<file path="config.mk">
export PLATFORM = sky130hd
export DESIGN_NAME = ext_mem_bank_ctrl
export DESIGN_NICKNAME = d
export VERILOG_FILES = /design/src/hw/ext_mem_bank_ctrl.v
export VERILOG_INCLUDE_DIRS = /design/src /design/src/hw
export SDC_FILE = /design/constraint.sdc
export NUM_CORES = 1
export LEC_CHECK = 0
export BUFFER_PORTS_ARGS = -buffer_cell sky130_fd_sc_hd__buf_2
export CORE_MARGIN = 2
export CORE_UTILIZATION = 59
export CTS_BUF_LIST = sky130_fd_sc_hd__clkbuf_2
export CTS_CLUSTER_SIZE = 40
export DETAILED_ROUTE_END_ITERATION = 10
export GPL_TIMING_DRIVEN = 0
export PLACE_DENSITY = 0.9
export SYNTH_ARGS = -nofsm -noshare
export SYNTH_HDL_FRONTEND = slang
export SYNTH_SLANG_ARGS = --single-unit
</file>
<file path="constraint.sdc">
create_clock -name clk_sys -period 3 [get_ports clk_sys]
set_clock_uncertainty 0.2 [all_clocks]
set_input_delay 0.45 -clock clk_sys [delete_from_list [all_inputs] [get_ports clk_sys]]
set_output_delay 0.45 -clock clk_sys [all_outputs]
set_load 0.05 [all_outputs]
</file>
<file path="src/hw/mem_bank_cfg_regs.vh">
// Field widths, defaults and timing figures for the external memory bank block
`ifndef MEM_BANK_CFG_REGS_VH
`define MEM_BANK_CFG_REGS_VH
`define NUM_BANKS 4
`define LAUNCH_W 2
`define LAUNCH_RST 2'h0
`define PERIOD_W 12
`define PERIOD_RST 12'h000
`define RAS_HIGH_W 5
`define COL_LOW_W 4
`define STRENGTH_W 2
`define QUAL_W 2
`define QUAL_READ 2'h1
`define QUAL_WRITE 2'h2
`define QUAL_BOTH 2'h3
`define QUAL_NONE 2'h0
`define STROBE_N 3
`define ROW_W 16
`define ROW_CYC 4'h2
`define COL_CYC 4'h2
`define PAD_LOW_LSB 0
`define PAD_TWO_LSB 2
`define PAD_THREE_LSB 4
`define PAD_FOUR_LSB 6
`define PAD_FIVE_LSB 8
`define PAD_HIGH_LSB 10
`define PAD_LANE1_LSB 12
`define QUAL_STRIDE 6
`define QUAL_COL_LSB 0
`define QUAL_PS_LSB 2
`define QUAL_WS_LSB 4
`endif

</file>
<file path="src/hw/ext_mem_bank_ctrl.v">
// External memory bank sequencer with refresh, strobes and pad strengths
// Contract
// - Delay write data launch from column start
// - Launch delay counts half-cycle phases 0..3
// - Non-DRAM banks never receive refresh
// - DRAM access uses row then column phase
// - Page mode skips row for same row
// - Refresh bank only if enabled and period nonzero
// - Refresh spacing programmable 0..4095 cycles
// - Zero period issues no refresh
// - Refresh row strobe high for phases
// - Column strobe low for refresh time
// - Qualifier gates column strobe falls by type
// - Default both, write strobe write-only
// - Inactive strobe never asserted; refresh still drives column strobe low on refreshed banks
// - Strength fields two bits, 0..3
// - Seven pad groups with own fields
// - Four banks, independent settings
// - Phase equals half a clock cycle
`timescale 1ns/10ps
`include "mem_bank_cfg_regs.vh"
module ext_mem_bank_ctrl #(
    parameter NB = `NUM_BANKS,
    parameter RW = `ROW_W
) (
    input wire clk_sys,
    input wire rst_n,
    input wire clk_en,
    input wire [NB-1:0] bank_is_dram,
    input wire [NB-1:0] same_row_reuse_enable,
    input wire [NB-1:0] bank_refresh_enable,
    input wire [2*NB-1:0] write_data_launch_delay,
    input wire [3*2*NB-1:0] strobe_qualifier,
    input wire [11:0] refresh_period_count,
    input wire [4:0] refresh_row_strobe_high_time,
    input wire [3:0] refresh_column_low_time,
    input wire [13:0] pad_strength_config,
    input wire req_valid,
    input wire req_write,
    input wire [1:0] req_bank,
    input wire [RW-1:0] req_row,
    output reg req_ready,
    output reg done,
    output reg [NB-1:0] row_strobe_n,
    output reg [NB-1:0] column_strobe_n,
    output reg [NB-1:0] prog_strobe_n,
    output reg write_strobe_n,
    output reg data_oe_n,
    output reg refresh_busy,
    output reg [1:0] addr_low_group_strength,
    output reg [1:0] addr_group_two_strength,
    output reg [1:0] addr_group_three_strength,
    output reg [1:0] addr_group_four_strength,
    output reg [1:0] addr_group_five_strength,
    output reg [1:0] addr_high_group_strength,
    output reg [1:0] byte_lane1_strength
);
    localparam S_IDLE = 5'b00001;
    localparam S_ROW = 5'b00010;
    localparam S_COL = 5'b00100;
    localparam S_REF = 5'b01000;
    localparam S_END = 5'b10000;

    reg rs1_q, rs2_q;
    always @(posedge clk_sys or negedge rst_n) begin
        if (!rst_n) begin
            rs1_q <= 1'b0;
            rs2_q <= 1'b0;
        end else begin
            rs1_q <= 1'b1;
            rs2_q <= rs1_q;
        end
    end
    wire rst_i_n = rs2_q;

    reg [4:0] st_q;
    reg [5:0] ph_q;
    reg [11:0] tmr_q;
    reg ref_pend_q;
    reg [1:0] bank_q;
    reg wr_q;
    reg [NB-1:0] open_q;
    reg [RW*NB-1:0] row_q;
    reg [NB-1:0] ref_mask_q;

    wire [1:0] dly = write_data_launch_delay[2*bank_q +: 2];
    // phase counter steps by two per clock
    wire [5:0] ph_next = ph_q + 6'h02;
    wire [5:0] ref_ph = {1'b0, refresh_column_low_time, 1'b0};
    wire [5:0] row_ph = {1'b0, `ROW_CYC, 1'b0};
    wire [5:0] col_ph = {1'b0, `COL_CYC, 1'b0};
    wire period_on = |refresh_period_count;
    // Expiry in the cycle a request is taken keeps the new one posted
    wire tmr_exp = period_on && (tmr_q >= refresh_period_count - 12'h001);
    wire [5:0] qual_bank =
        strobe_qualifier[`QUAL_STRIDE*bank_q +: `QUAL_STRIDE];
    wire hit = open_q[req_bank] && same_row_reuse_enable[req_bank] &&
        (row_q[RW*req_bank +: RW] == req_row);

    // strobe fall qualification per bank and type
    function qual_ok;
        input [1:0] q;
        input w;
        begin
            qual_ok = w ? q[1] : q[0];
        end
    endfunction

    integer i;
    always @(posedge clk_sys or negedge rst_n) begin
        if (!rst_n) begin
            st_q <= S_IDLE;
            ph_q <= 6'h00;
            tmr_q <= `PERIOD_RST;
            ref_pend_q <= 1'b0;
            bank_q <= 2'h0;
            wr_q <= 1'b0;
            open_q <= {NB{1'b0}};
            row_q <= {RW*NB{1'b0}};
            ref_mask_q <= {NB{1'b0}};
            req_ready <= 1'b0;
            done <= 1'b0;
            row_strobe_n <= {NB{1'b1}};
            column_strobe_n <= {NB{1'b1}};
            prog_strobe_n <= {NB{1'b1}};
            write_strobe_n <= 1'b1;
            data_oe_n <= 1'b1;
            refresh_busy <= 1'b0;
            addr_low_group_strength <= 2'h0;
            addr_group_two_strength <= 2'h0;
            addr_group_three_strength <= 2'h0;
            addr_group_four_strength <= 2'h0;
            addr_group_five_strength <= 2'h0;
            addr_high_group_strength <= 2'h0;
            byte_lane1_strength <= 2'h0;
        end else if (!rst_i_n) begin
            st_q <= S_IDLE;
        end else if (clk_en) begin
            addr_low_group_strength <=
                pad_strength_config[`PAD_LOW_LSB +: `STRENGTH_W];
            addr_group_two_strength <=
                pad_strength_config[`PAD_TWO_LSB +: `STRENGTH_W];
            addr_group_three_strength <=
                pad_strength_config[`PAD_THREE_LSB +: `STRENGTH_W];
            addr_group_four_strength <=
                pad_strength_config[`PAD_FOUR_LSB +: `STRENGTH_W];
            addr_group_five_strength <=
                pad_strength_config[`PAD_FIVE_LSB +: `STRENGTH_W];
            addr_high_group_strength <=
                pad_strength_config[`PAD_HIGH_LSB +: `STRENGTH_W];
            byte_lane1_strength <=
                pad_strength_config[`PAD_LANE1_LSB +: `STRENGTH_W];
            done <= 1'b0;
            if (!period_on) begin
                tmr_q <= `PERIOD_RST;
                ref_pend_q <= 1'b0;
            end else if (tmr_exp) begin
                tmr_q <= 12'h000;
                ref_pend_q <= 1'b1;
            end else begin
                tmr_q <= tmr_q + 12'h001;
            end
            req_ready <= 1'b0;
            case (st_q)
                S_IDLE: begin
                    if (ref_pend_q && period_on) begin
                        ref_mask_q <= bank_is_dram & bank_refresh_enable;
                        ref_pend_q <= tmr_exp;
                        open_q <= {NB{1'b0}};
                        refresh_busy <= 1'b1;
                        ph_q <= 6'h00;
                        st_q <= S_REF;
                    end else if (req_valid) begin
                        req_ready <= 1'b1;
                        bank_q <= req_bank;
                        wr_q <= req_write;
                        ph_q <= 6'h00;
                        if (bank_is_dram[req_bank] && !hit) begin
                            st_q <= S_ROW;
                        end else begin
                            st_q <= S_COL;
                        end
                        if (bank_is_dram[req_bank]) begin
                            open_q[req_bank] <= 1'b1;
                            row_q[RW*req_bank +: RW] <= req_row;
                        end
                    end
                end
                S_ROW: begin
                    row_strobe_n[bank_q] <= 1'b0;
                    ph_q <= ph_next;
                    if (ph_next >= row_ph) begin
                        ph_q <= 6'h00;
                        st_q <= S_COL;
                    end
                end
                S_COL: begin
                    if (bank_is_dram[bank_q])
                        row_strobe_n[bank_q] <= 1'b0;
                    column_strobe_n[bank_q] <=
                        !qual_ok(qual_bank[`QUAL_COL_LSB +: `QUAL_W], wr_q);
                    prog_strobe_n[bank_q] <=
                        !qual_ok(qual_bank[`QUAL_PS_LSB +: `QUAL_W], wr_q);
                    write_strobe_n <=
                        !qual_ok(qual_bank[`QUAL_WS_LSB +: `QUAL_W], wr_q);
                    // launch data after delay phases
                    // Odd delays round up to a whole cycle; the last column
                    // cycle is the latest launch point for write data
                    if (wr_q && ({4'h0, dly} <= ph_q || ph_next >= col_ph))
                        data_oe_n <= 1'b0;
                    ph_q <= ph_next;
                    if (ph_next >= col_ph)
                        st_q <= S_END;
                end
                S_REF: begin
                    column_strobe_n <= ~ref_mask_q;
                    // row strobe high for programmed phases
                    if ({1'b0, refresh_row_strobe_high_time} <= ph_q)
                        row_strobe_n <= ~ref_mask_q;
                    else
                        row_strobe_n <= {NB{1'b1}};
                    ph_q <= ph_next;
                    if (ph_next >= ref_ph)
                        st_q <= S_END;
                end
                default: begin
                    // Close all strobes before the next cycle
                    row_strobe_n <= {NB{1'b1}};
                    column_strobe_n <= {NB{1'b1}};
                    prog_strobe_n <= {NB{1'b1}};
                    write_strobe_n <= 1'b1;
                    data_oe_n <= 1'b1;
                    done <= ~refresh_busy;
                    refresh_busy <= 1'b0;
                    st_q <= S_IDLE;
                end
            endcase
            for (i = 0; i < NB; i = i + 1)
                if (!bank_is_dram[i])
                    open_q[i] <= 1'b0;
        end
    end
endmodule // ext_mem_bank_ctrl

</file>
### After elaboration in Yosys (flattened, before gate mapping)

Index checks and enable logic that the tools add are counted.

* shift-type cells: 5
* $lt $le $gt $ge: 9
* $mul: 1
* bitwise logic cells: 11
* reductions and logical operators: 35
* equality and inequality tests: 26
* add/sub/neg operators: 4
* multiplexer cells: 59

Operators by type and width (count)
* 64-bit bitwise mux: 1
* 16-bit by 34-bit variable shift with 64-bit output, first input constant: 1
* 16-bit by 34-bit indexed part select with 64-bit output: 1
* 64-bit by 7-bit indexed part select with 16-bit output: 1
* 5-bit 2-to-1 mux: 7
* 6-bit negator with 34-bit output: 1
* 5-bit AND reduction: 6
* 12-bit 2-to-1 mux: 2
* 4-bit 2-to-1 mux: 6
* 3-bit by 1-bit != test with 1-bit output, second input constant: 8
* 24-bit by 6-bit indexed part select with 6-bit output: 1
* 1-bit 2-to-1 mux: 23
* 5-bit one-hot mux with 4 select lines: 1
* 4-bit AND reduction: 5
* 6-bit 2-to-1 mux: 3
* 6-bit one-hot mux with 3 select lines: 1
* 16-bit == test: 1
* 4-bit one-hot mux with 4 select lines: 1
* 12-bit by 1-bit adder with 12-bit output, second input constant: 1
* 12-bit greater-or-equal comparator: 1
* 3-bit != test, second input constant: 4
* 4-bit one-hot mux with 3 select lines: 1
* 12-bit OR reduction: 1
* 12-bit by 1-bit subtractor with 12-bit output, second input constant: 1
* 36 further kinds: 71

* bits in registers: 132
* bits of input ports: 102

### Logic depth before layout (Yosys ltp)

Gate-level depths: netlist of run 1.

* depth after elaboration: 12
* gate-level depth with buffers: 12
* mapped depth without buffers: 11

### Worst setup path before layout of run 1

Ideal clock, no wire load.

* path kind: input-to-reg
* from: input refresh_period_count[2]
* to: register tmr_q[10]
* data arrival time: 2650 ps
* slack: 84 ps
* buffers on the path: 1
* library setup time: 66 ps
* stages: 12
* required time: 2734 ps
* cells stage by stage: nor4_4 > nand2_1 > nor4_1 > xnor2_1 > ha_1 > a21o_1 > a21o_1 > a21oi_1 > nand2_1 > nor2_1 > clkbuf_1 > a221o_1

* longest elaborated chain between the ends: 5
* elaborated cells between the ends (all ways): 6
* those cells by class: add/sub (1); order compare (1); mux (2); reduce/logical (2)

Ends and longest elaborated chain
* from (decl): line ext_mem_bank_ctrl.v:34 `input wire [11:0] refresh_period_count,`
* 12-bit by 1-bit subtractor with 12-bit output: line ext_mem_bank_ctrl.v:94 `wire tmr_exp = period_on && (tmr_q >= refresh_period_count - 12'h001);`
* 12-bit greater-or-equal comparator: line ext_mem_bank_ctrl.v:94
* 1-bit logical AND: line ext_mem_bank_ctrl.v:94
* 12-bit 2-to-1 mux: line ext_mem_bank_ctrl.v:157 `end else if (tmr_exp) begin`
* 12-bit 2-to-1 mux *: line ext_mem_bank_ctrl.v:154 `if (!period_on) begin`
* to (signal assigned): line ext_mem_bank_ctrl.v:114 `` tmr_q <= `PERIOD_RST; ``
* to (signal assigned): line ext_mem_bank_ctrl.v:155 `` tmr_q <= `PERIOD_RST; ``
* to (signal assigned): line ext_mem_bank_ctrl.v:161 `tmr_q <= tmr_q + 12'h001;`
* to (decl): line ext_mem_bank_ctrl.v:78 `reg [11:0] tmr_q;`

Mark *: on every way between the ends. The rest lies on a longest branch, timed or not.
A chain may end at the register's enable or synchronous reset.

### Worst setup path in the final report of run 1

* from: register st_q[1]
* to: register ref_mask_q[3]

* longest elaborated chain between the ends: 2

Ends and longest elaborated chain
* from (decl): line ext_mem_bank_ctrl.v:76 `reg [4:0] st_q;`
* from (signal assigned): line ext_mem_bank_ctrl.v:112 `st_q <= S_IDLE;`
* from (signal assigned): line ext_mem_bank_ctrl.v:137 `st_q <= S_IDLE;`
* from (signal assigned): line ext_mem_bank_ctrl.v:172 `st_q <= S_REF;`
* 5-bit by 1-bit == test with 1-bit output: line ext_mem_bank_ctrl.v:164 `case (st_q)`
* 4-bit AND reduction (no source line)
* to (signal assigned): line ext_mem_bank_ctrl.v:120 `ref_mask_q <= {NB{1'b0}};`
* to (signal assigned): line ext_mem_bank_ctrl.v:167 `ref_mask_q <= bank_is_dram & bank_refresh_enable;`
* to (decl): line ext_mem_bank_ctrl.v:84 `reg [NB-1:0] ref_mask_q;`

No other way between the ends.

==> results.txt, run 1 <==
Synth top area share: 37.1%
Netlist cell types: 61
CP Cell Sequence: nor3_1 > nand2_1 > nor3_1 > clkbuf_2 > nand3_1 > dlygate4sd3_1 > o21ai_0
Int Power: 0.00286 W
CP delay by family, top: simple AND/OR/NAND/NOR gates
Setup CP Type: flip-flop to flip-flop
clock share of power: 20.3%
syn avg cell area: 9.70 um2
Seq pwr share: 47.2%
clock tree root buffer cell: clkbuf_2
post-detail-place hpwl: 14300 um
total CTS buffers: 17
leakage power: 4.27 nW
Hold WC Path Type: primary input to flip-flop
Post-Place Setup Slack: -485 ps
Net Sw Frac: 37.9%
Synth Flop Type: dfrtp_1
gr ovfl total: 0
unrepaired setup endpoints after global routing: false
Post-synth EDFFs: 0
Mapped Nets: 940
DRC violations left: 0
Finish-stage setup viols: 0
final WL: 21100 um
post-layout instance area: 9380 um2
Max VDD drop: 0.000371 V
status: completed
global-route wire length before repair: 34500 um
crit path DAT: 3270 ps
Syn. warnings: 0
Die Wd: 119 um
layout cell share with drive strength beyond 1: 28.4%
Post-synth ARST share: 100%
setup ws final: 136 ps
Synth Instances: 806
net switching power: 0.00174 W
Seq/Total Area, Yosys: 42.2%
Die Area: 14200 um2
Worst path most repeated cell: nor3_1
mapped cell area: 7820 um2
die height: 119 um
Worst-Margin Slew: 679 ps
DP Area: 8710 um2
Site Rows: 42
number of I/O port buffers: 126
clock-pin transition on the worst setup and hold timing paths: 190 ps
Global Route Usage Sum: 30.7%
pin count of the biggest net entering global routing: 97
antenna-violating nets left: 0
H-tree lvl count: 4
slew margin rel.: 54.6%
top cells by area, synth: dfrtp_1 (37%), nand2_1 (8.7%), mux4_2 (5.2%)
core area: 13100 um2
drt wl/cell: 17.7 um
Starting Density: 59.8%
Critical path buffers and inverters: 2
Max Cap Viol: 0
crit-path max cell delay: 570 ps
drt pass-1 iters: 8
Worst EP required: 3410 ps
Final Critical Period: 2860 ps
Worst setup EP type: flip-flop
IO Count: 133
gpl congestion: 0.887
max-slew violations: 0
number of DRC markers in iteration 0: 605
Yosys reg bits: 131
via count: 7142
antenna violations before repair: 0
vias in the first global route: 7031
fin crit share: 95.5%
final hold vios: 0
TritonCTS clock tree: built
library cell with the largest summed area after synthesis: dfrtp_1
vias per cell: 6.01
critical path fanouts, max: 10
slowest stage cell, crit path: dlygate4sd3_1
fin nets: 1132
Peak Freq: 0.349 GHz
worst skew pair latency: 700 ps
combinational fraction of design power: 32.6%
P per Cell Area: 490 nW/um2
Layout area overhead: 19.9%
clock buffer depth: 2
Clock Sinks: 131
Worst setup SP type: flip-flop
worst min-delay path: stages:
cell,delay (ps)
buf_2,70
mux4_2,210
mux2i_1,70
nor2_1,150
a21oi_1,100
cells in the final DEF, fill, tap and decap left out, types with 9 or more instances in the layout:
cell type      synthesis  final
buf_2                  7    132
o21ai_2               42     42
buf_6                 15     16
dlygate4sd3_1          0     46
nand2_1              182    182
nand3_1               26     26
dfrtp_1              116    116
xnor2_1               14     14
dfstp_2               15     15
mux4_2                18     18
ha_1                  32     32
clkbuf_1              18     15
inv_1                 21     21
o21ai_0               29     29
xor2_1                16     16
a221o_1               14     14
mux2_2                17     17
nor2_1                41     41
nor3_1                19     19
o21ai_1               22     22
nor2b_1                9      9
clkbuf_2               0     25
a21oi_1               20     20
mux2i_1               21     21
cells by family after synthesis:
logic type                 Yosys count  share of synthesized area (%)
AOI/OAI and AO/OA                  164                           14.9
and+or+nand+nor                    325                           19.3
muxes                               56                           10.3
adders and majority gates           32                           5.12
DFF                                131                           42.2
other                                1                         0.0479
buffers and inverters               67                           4.86
xor gates and xnor gates            30                           3.36
worst paths after layout:
check / cells after the start / endpoint / startpoint / slack (ps)
max: 7 / ref_mask_q[3]$_DFFE_PN0P_ / st_q[1]$_DFFE_PN0P_ / 140
min reg2reg: 0 / rs2_q$_DFF_PN0_ / rs1_q$_DFF_PN0_ / 180
max in group asynchronous: 4 / st_q[0]$_DFFE_PN1P_ / rst_n / 1470
min: 5 / write_strobe_n$_DFFE_PN1P_ / strobe_qualifier[4] / 120
max reg2reg: 7 / ref_mask_q[3]$_DFFE_PN0P_ / st_q[1]$_DFFE_PN0P_ / 140
min in group asynchronous: 3 / row_q[53]$_DFFE_PN0P_ / rst_n / 480
sequential cells by signal (all words and copies together) (netlist names), 2 cells and up:
register	count
addr_high_group_strength	2
row_q	64
addr_group_four_strength	2
open_q	4
addr_group_three_strength	2
addr_group_two_strength	2
ph_q	5
ref_mask_q	4
tmr_q	12
byte_lane1_strength	2
bank_q	2
st_q	5
addr_low_group_strength	2
row_strobe_n	4
column_strobe_n	4
addr_group_five_strength	2
prog_strobe_n	4
cells in the mapped netlist, drive strengths merged (2+ instances only):
master / count
nand2: 183
dfrtp: 116
o21ai: 93
nor2: 41
ha: 32
nand3: 30
buf: 28
inv: 21
mux2i: 21
nor3: 21
a21oi: 20
clkbuf: 18
mux4: 18
mux2: 17
xor2: 16
dfstp: 15
a221o: 14
xnor2: 14
nor2b: 9
and2: 6
and3: 6
nand2b: 6
nor4: 6
a21o: 5
nand4: 5
nor3b: 4
o21a: 4
o31ai: 4
a2111oi: 3
o31a: 3
o32a: 3
or3: 3
a21boi: 2
a22o: 2
a41oi: 2
routing by layer:
layer	track usage [%]	wire [um]	part of all wire, %	vias to the layer above
li1	-	-	-	3223
met1	39.0	8050	38	3401
met2	50.9	10400	49	435
met3	6.23	1760	8.3	83
met4	14.3	854	4.1	0
met5	0	0	0	-
power groups by stage:
stage / sequential, W / combinational, W / clock, W
after floorplan: 0.00255 / 0.000653 / 0
after global placement: 0.00218 / 0.00138 / 0
after detailed placement: 0.00219 / 0.00143 / 0
after CTS: 0.00216 / 0.00148 / 0.000932
after global routing: 0.00219 / 0.00161 / 0.00101
final: 0.00217 / 0.00150 / 0.000932
layout make-up:
| class | instances | area [um2] |
|---|---|---|
| diodes | 1 | 2.50 |
| clock buffers | 23 | 115 |
| inverters | 21 | 78.8 |
| flip-flops and latches | 131 | 3300 |
| clock inverters | 9 | 67.6 |
| plain buffers | 45 | 300 |
| repair buffers | 174 | 1140 |
| fillers | 861 | 3710 |
| well taps | 176 | 220 |
| multi-input cells | 608 | 4150 |
what timing repair did:
action | 4_1_cts | 5_1_grt
endpoints found under the hold margin | 205 | 0
hold buffers | 47 | 0
setup endpoints to repair | 0 | 10
setup buffers | 0 | 0
gates resized for setup | 0 | 5
through the flow:
step                      hold slack (ps)  util [%]  TNS [ps]  total power, W  std cells
after floorplan                     -45.6         -         0         0.00320        806
after global placement                132      66.3    -63090         0.00356       1108
after detailed placement              139      66.5    -15300         0.00362       1109
after CTS                            62.8      71.6         0         0.00457       1188
after global routing                 80.9      71.6         0         0.00481       1187
final                                 123      71.7         0         0.00460       1188
No activity file was read; power rests on OpenSTA's default activity.
==> inputs of run 2 (changes only) <==
--- a/config.mk
+++ b/config.mk
@@ -8,12 +8,13 @@
 export LEC_CHECK = 0
 export BUFFER_PORTS_ARGS = -buffer_cell sky130_fd_sc_hd__buf_2
 export CORE_MARGIN = 2
-export CORE_UTILIZATION = 59
+export CORE_UTILIZATION = 63
 export CTS_BUF_LIST = sky130_fd_sc_hd__clkbuf_2
 export CTS_CLUSTER_SIZE = 40
 export DETAILED_ROUTE_END_ITERATION = 10
+export GPL_ROUTABILITY_DRIVEN = 0
 export GPL_TIMING_DRIVEN = 0
-export PLACE_DENSITY = 0.9
+export PLACE_DENSITY = 0.95
 export SYNTH_ARGS = -nofsm -noshare
 export SYNTH_HDL_FRONTEND = slang
 export SYNTH_SLANG_ARGS = --single-unit
==> constraint.sdc (replaced) <==
create_clock -name clk_sys -period 3.5 [get_ports clk_sys]
set_clock_uncertainty 0.2 [all_clocks]
set_input_delay 0.525 -clock clk_sys [delete_from_list [all_inputs] [get_ports clk_sys]]
set_output_delay 0.525 -clock clk_sys [all_outputs]
set_load 0.05 [all_outputs]
==> run 2 against run 1 <==
Net effect:
- cell area is 0.32% lower
- die area fell by 6.1%
- critical endpoint unchanged
- core utilization increased by 5.8 points
- critical path type unchanged
- register-to-register slack better by 220 ps
- first-iteration DRC count is 39% higher
- setup slack improved by 220 ps
==> results.txt, run 2 (same netlist as run 1, synthesis figures left out) <==
IO Count: 133 (unchanged)
Post-Place Setup Slack: -20.3 ps (+465 ps)
H-tree lvl count: 4 (unchanged)
biggest regs: row_q: 64 flops, tmr_q: 12 flops
setup TNS: 0 ps (unchanged)
core area: 12100 um2 (-7.8%)
critical path fanouts, max: 10 (unchanged)
Max Cap Viol: 0 (unchanged)
final hold vios: 0 (unchanged)
Max VDD drop: 0.000336 V (-9.6%)
status: completed
post-detail-place hpwl: 14500 um (+1.5%)
unrepaired setup endpoints after global routing: false
clock tree root buffer cell: clkbuf_2
Tot Pwr: 0.00401 W (-13%)
Reg-to-Reg Start: st_q[1]$_DFFE_PN0P_
Worst setup EP type: flip-flop
max-slew violations: 0 (unchanged)
Die Area: 13300 um2 (-6.1%)
Worst EP required: 3950 ps (+540 ps)
Peak Freq: 0.319 GHz (-8.8%)
global-route wire length before repair: 35800 um (+3.6%)
clock buffer depth: 2 (unchanged)
Worst-Margin Slew: 658 ps (-20.7 ps)
total CTS buffers: 17 (unchanged)
Worst setup SP type: flip-flop
CP Launch Point: st_q[1]$_DFFE_PN0P_
crit path DAT: 3590 ps (+320 ps)
Min-Delay Startpoint: strobe_qualifier[16]
Final Critical Period: 3140 ps (+276 ps)
TritonCTS clock tree: built
Layout area overhead: 19.5%
antenna-violating nets left: 0 (unchanged)
Site Rows: 40 (-4.8%)
Setup CP Type: flip-flop to flip-flop
number of DRC markers in iteration 0: 840 (+39%)
P per Cell Area: 430 nW/um2 (-12%)
Clock Sinks: 131 (unchanged)
# fillers: 712 (-17%)
worst skew pair latency: 750 ps (+50 ps)
Die Wd: 115 um (-3.1%)
slew margin rel.: 55.8% (+1.2 points)
clock-pin transition on the worst setup and hold timing paths: 190 ps (about the same)
drt wl/cell: 18.9 um (+6.7%)
die height: 115 um (-3.1%)
pin count of the biggest net entering global routing: 72 (-26%)
most frequent cells in the layout: nand2_1 (182), buf_2 (132), dfrtp_1 (116)
Starting Density: 64.8% (+5.1 points)
number of I/O port buffers: 126 (unchanged)
final WL: 22300 um (+5.8%)
post-CTS setup repair buffer count: 0 (unchanged)
fin nets: 1131 (-0.088%)
DRC violations left: 0 (unchanged)
setup ws final: 360 ps (+224 ps)
Hold WC Path Type: primary input to flip-flop
hold_ws: 90.7 ps (-32.3 ps)
leakage power: 4.25 nW (-0.32%)
drt pass-1 iters: 5 (-3)
vias in the first global route: 7429 (+5.7%)
layout cell share with drive strength beyond 1: 27.9% (-0.51 points)
Finish-stage setup viols: 0 (unchanged)
vias per cell: 6.26 (+4.1%)
most common cell after layout, fill and taps aside: nand2_1
number of flip-flops in the largest register: 64 (unchanged)
antenna violations before repair: 3 (+3)
Largest Register: row_q
fin crit share: 89.7% (-5.8 points)
Global Route Usage Sum: 34.9% (+4.2 points)
via count: 7371 (+3.2%)
gr ovfl total: 0 (unchanged)
run 2: path summary, 6_finish.rpt:
check / end / slack, ps / cells after the start
worst max-delay path: ref_mask_q[3]$_DFFE_PN0P_ / 360 / 7
worst min-delay path: write_strobe_n$_DFFE_PN1P_ / 90 / 5
worst max register to register: ref_mask_q[3]$_DFFE_PN0P_ / 360 / 7
worst min register to register: rs2_q$_DFF_PN0_ / 200 / 0
max in group asynchronous: row_q[25]$_DFFE_PN0P_ / 2240 / 3
min in group asynchronous: ref_mask_q[2]$_DFFE_PN0P_ / 110 / 2
run 2: per-stage QoR:
stage	util, %	area (um2)	std cells
detailed placement	72.1	8700	1101
global route	77.5	9350	1178
global placement	71.8	8660	1100
finish	77.5	9350	1178
CTS	77.4	9340	1176
floorplan	-	7820	806
run 2: power breakdown:
group          internal (W)  total (W)  switching (W)
Clock              0.000319   0.000858       0.000539
Combinational      0.000458    0.00130       0.000839
Sequential          0.00173    0.00186       0.000132
Total               0.00251    0.00401        0.00151
run 2: cell type report:
cell class	count	area, um2	area share (%)
Timing Repair Buffer	172	1110	11.9
Buffer	46	302	3.23
Inverter	21	78.8	0.843
Clock inverter	9	90.1	0.964
Multi-Input combinational cell	608	4140	44.3
Sequential cell	131	3300	35.3
Clock buffer	21	105	1.12
Antenna cell	2	5.00	0.0535
Tap cell	168	210	2.25
run 2: critical path, cell delays in order, from the launching register on:
cell and delay [ps]:
dfrtp_1 490, nor3_1 360, nand2_1 180, nor3_1 580, clkbuf_1 450, nand3_1 140
dlygate4sd3_1 580, o21ai_0 90
run 2: what timing repair did:
item | CTS | global route
hold endpoints to repair | 147 | 0
resized for setup | 0 | 0
hold buffers | 45 | 0
run 2: metal layers:
metal / routed length [um] / share of wire [%] / up-vias / GRT usage, %
met3: 2260 / 10 / 129 / 9.00
met1: 8190 / 37 / 3488 / 42.8
met4: 1120 / 5.0 / 2 / 19.8
met5: 11 / 0.049 / - / 0
li1: - / - / 3222 / -
met2: 10700 / 48 / 530 / 56.5
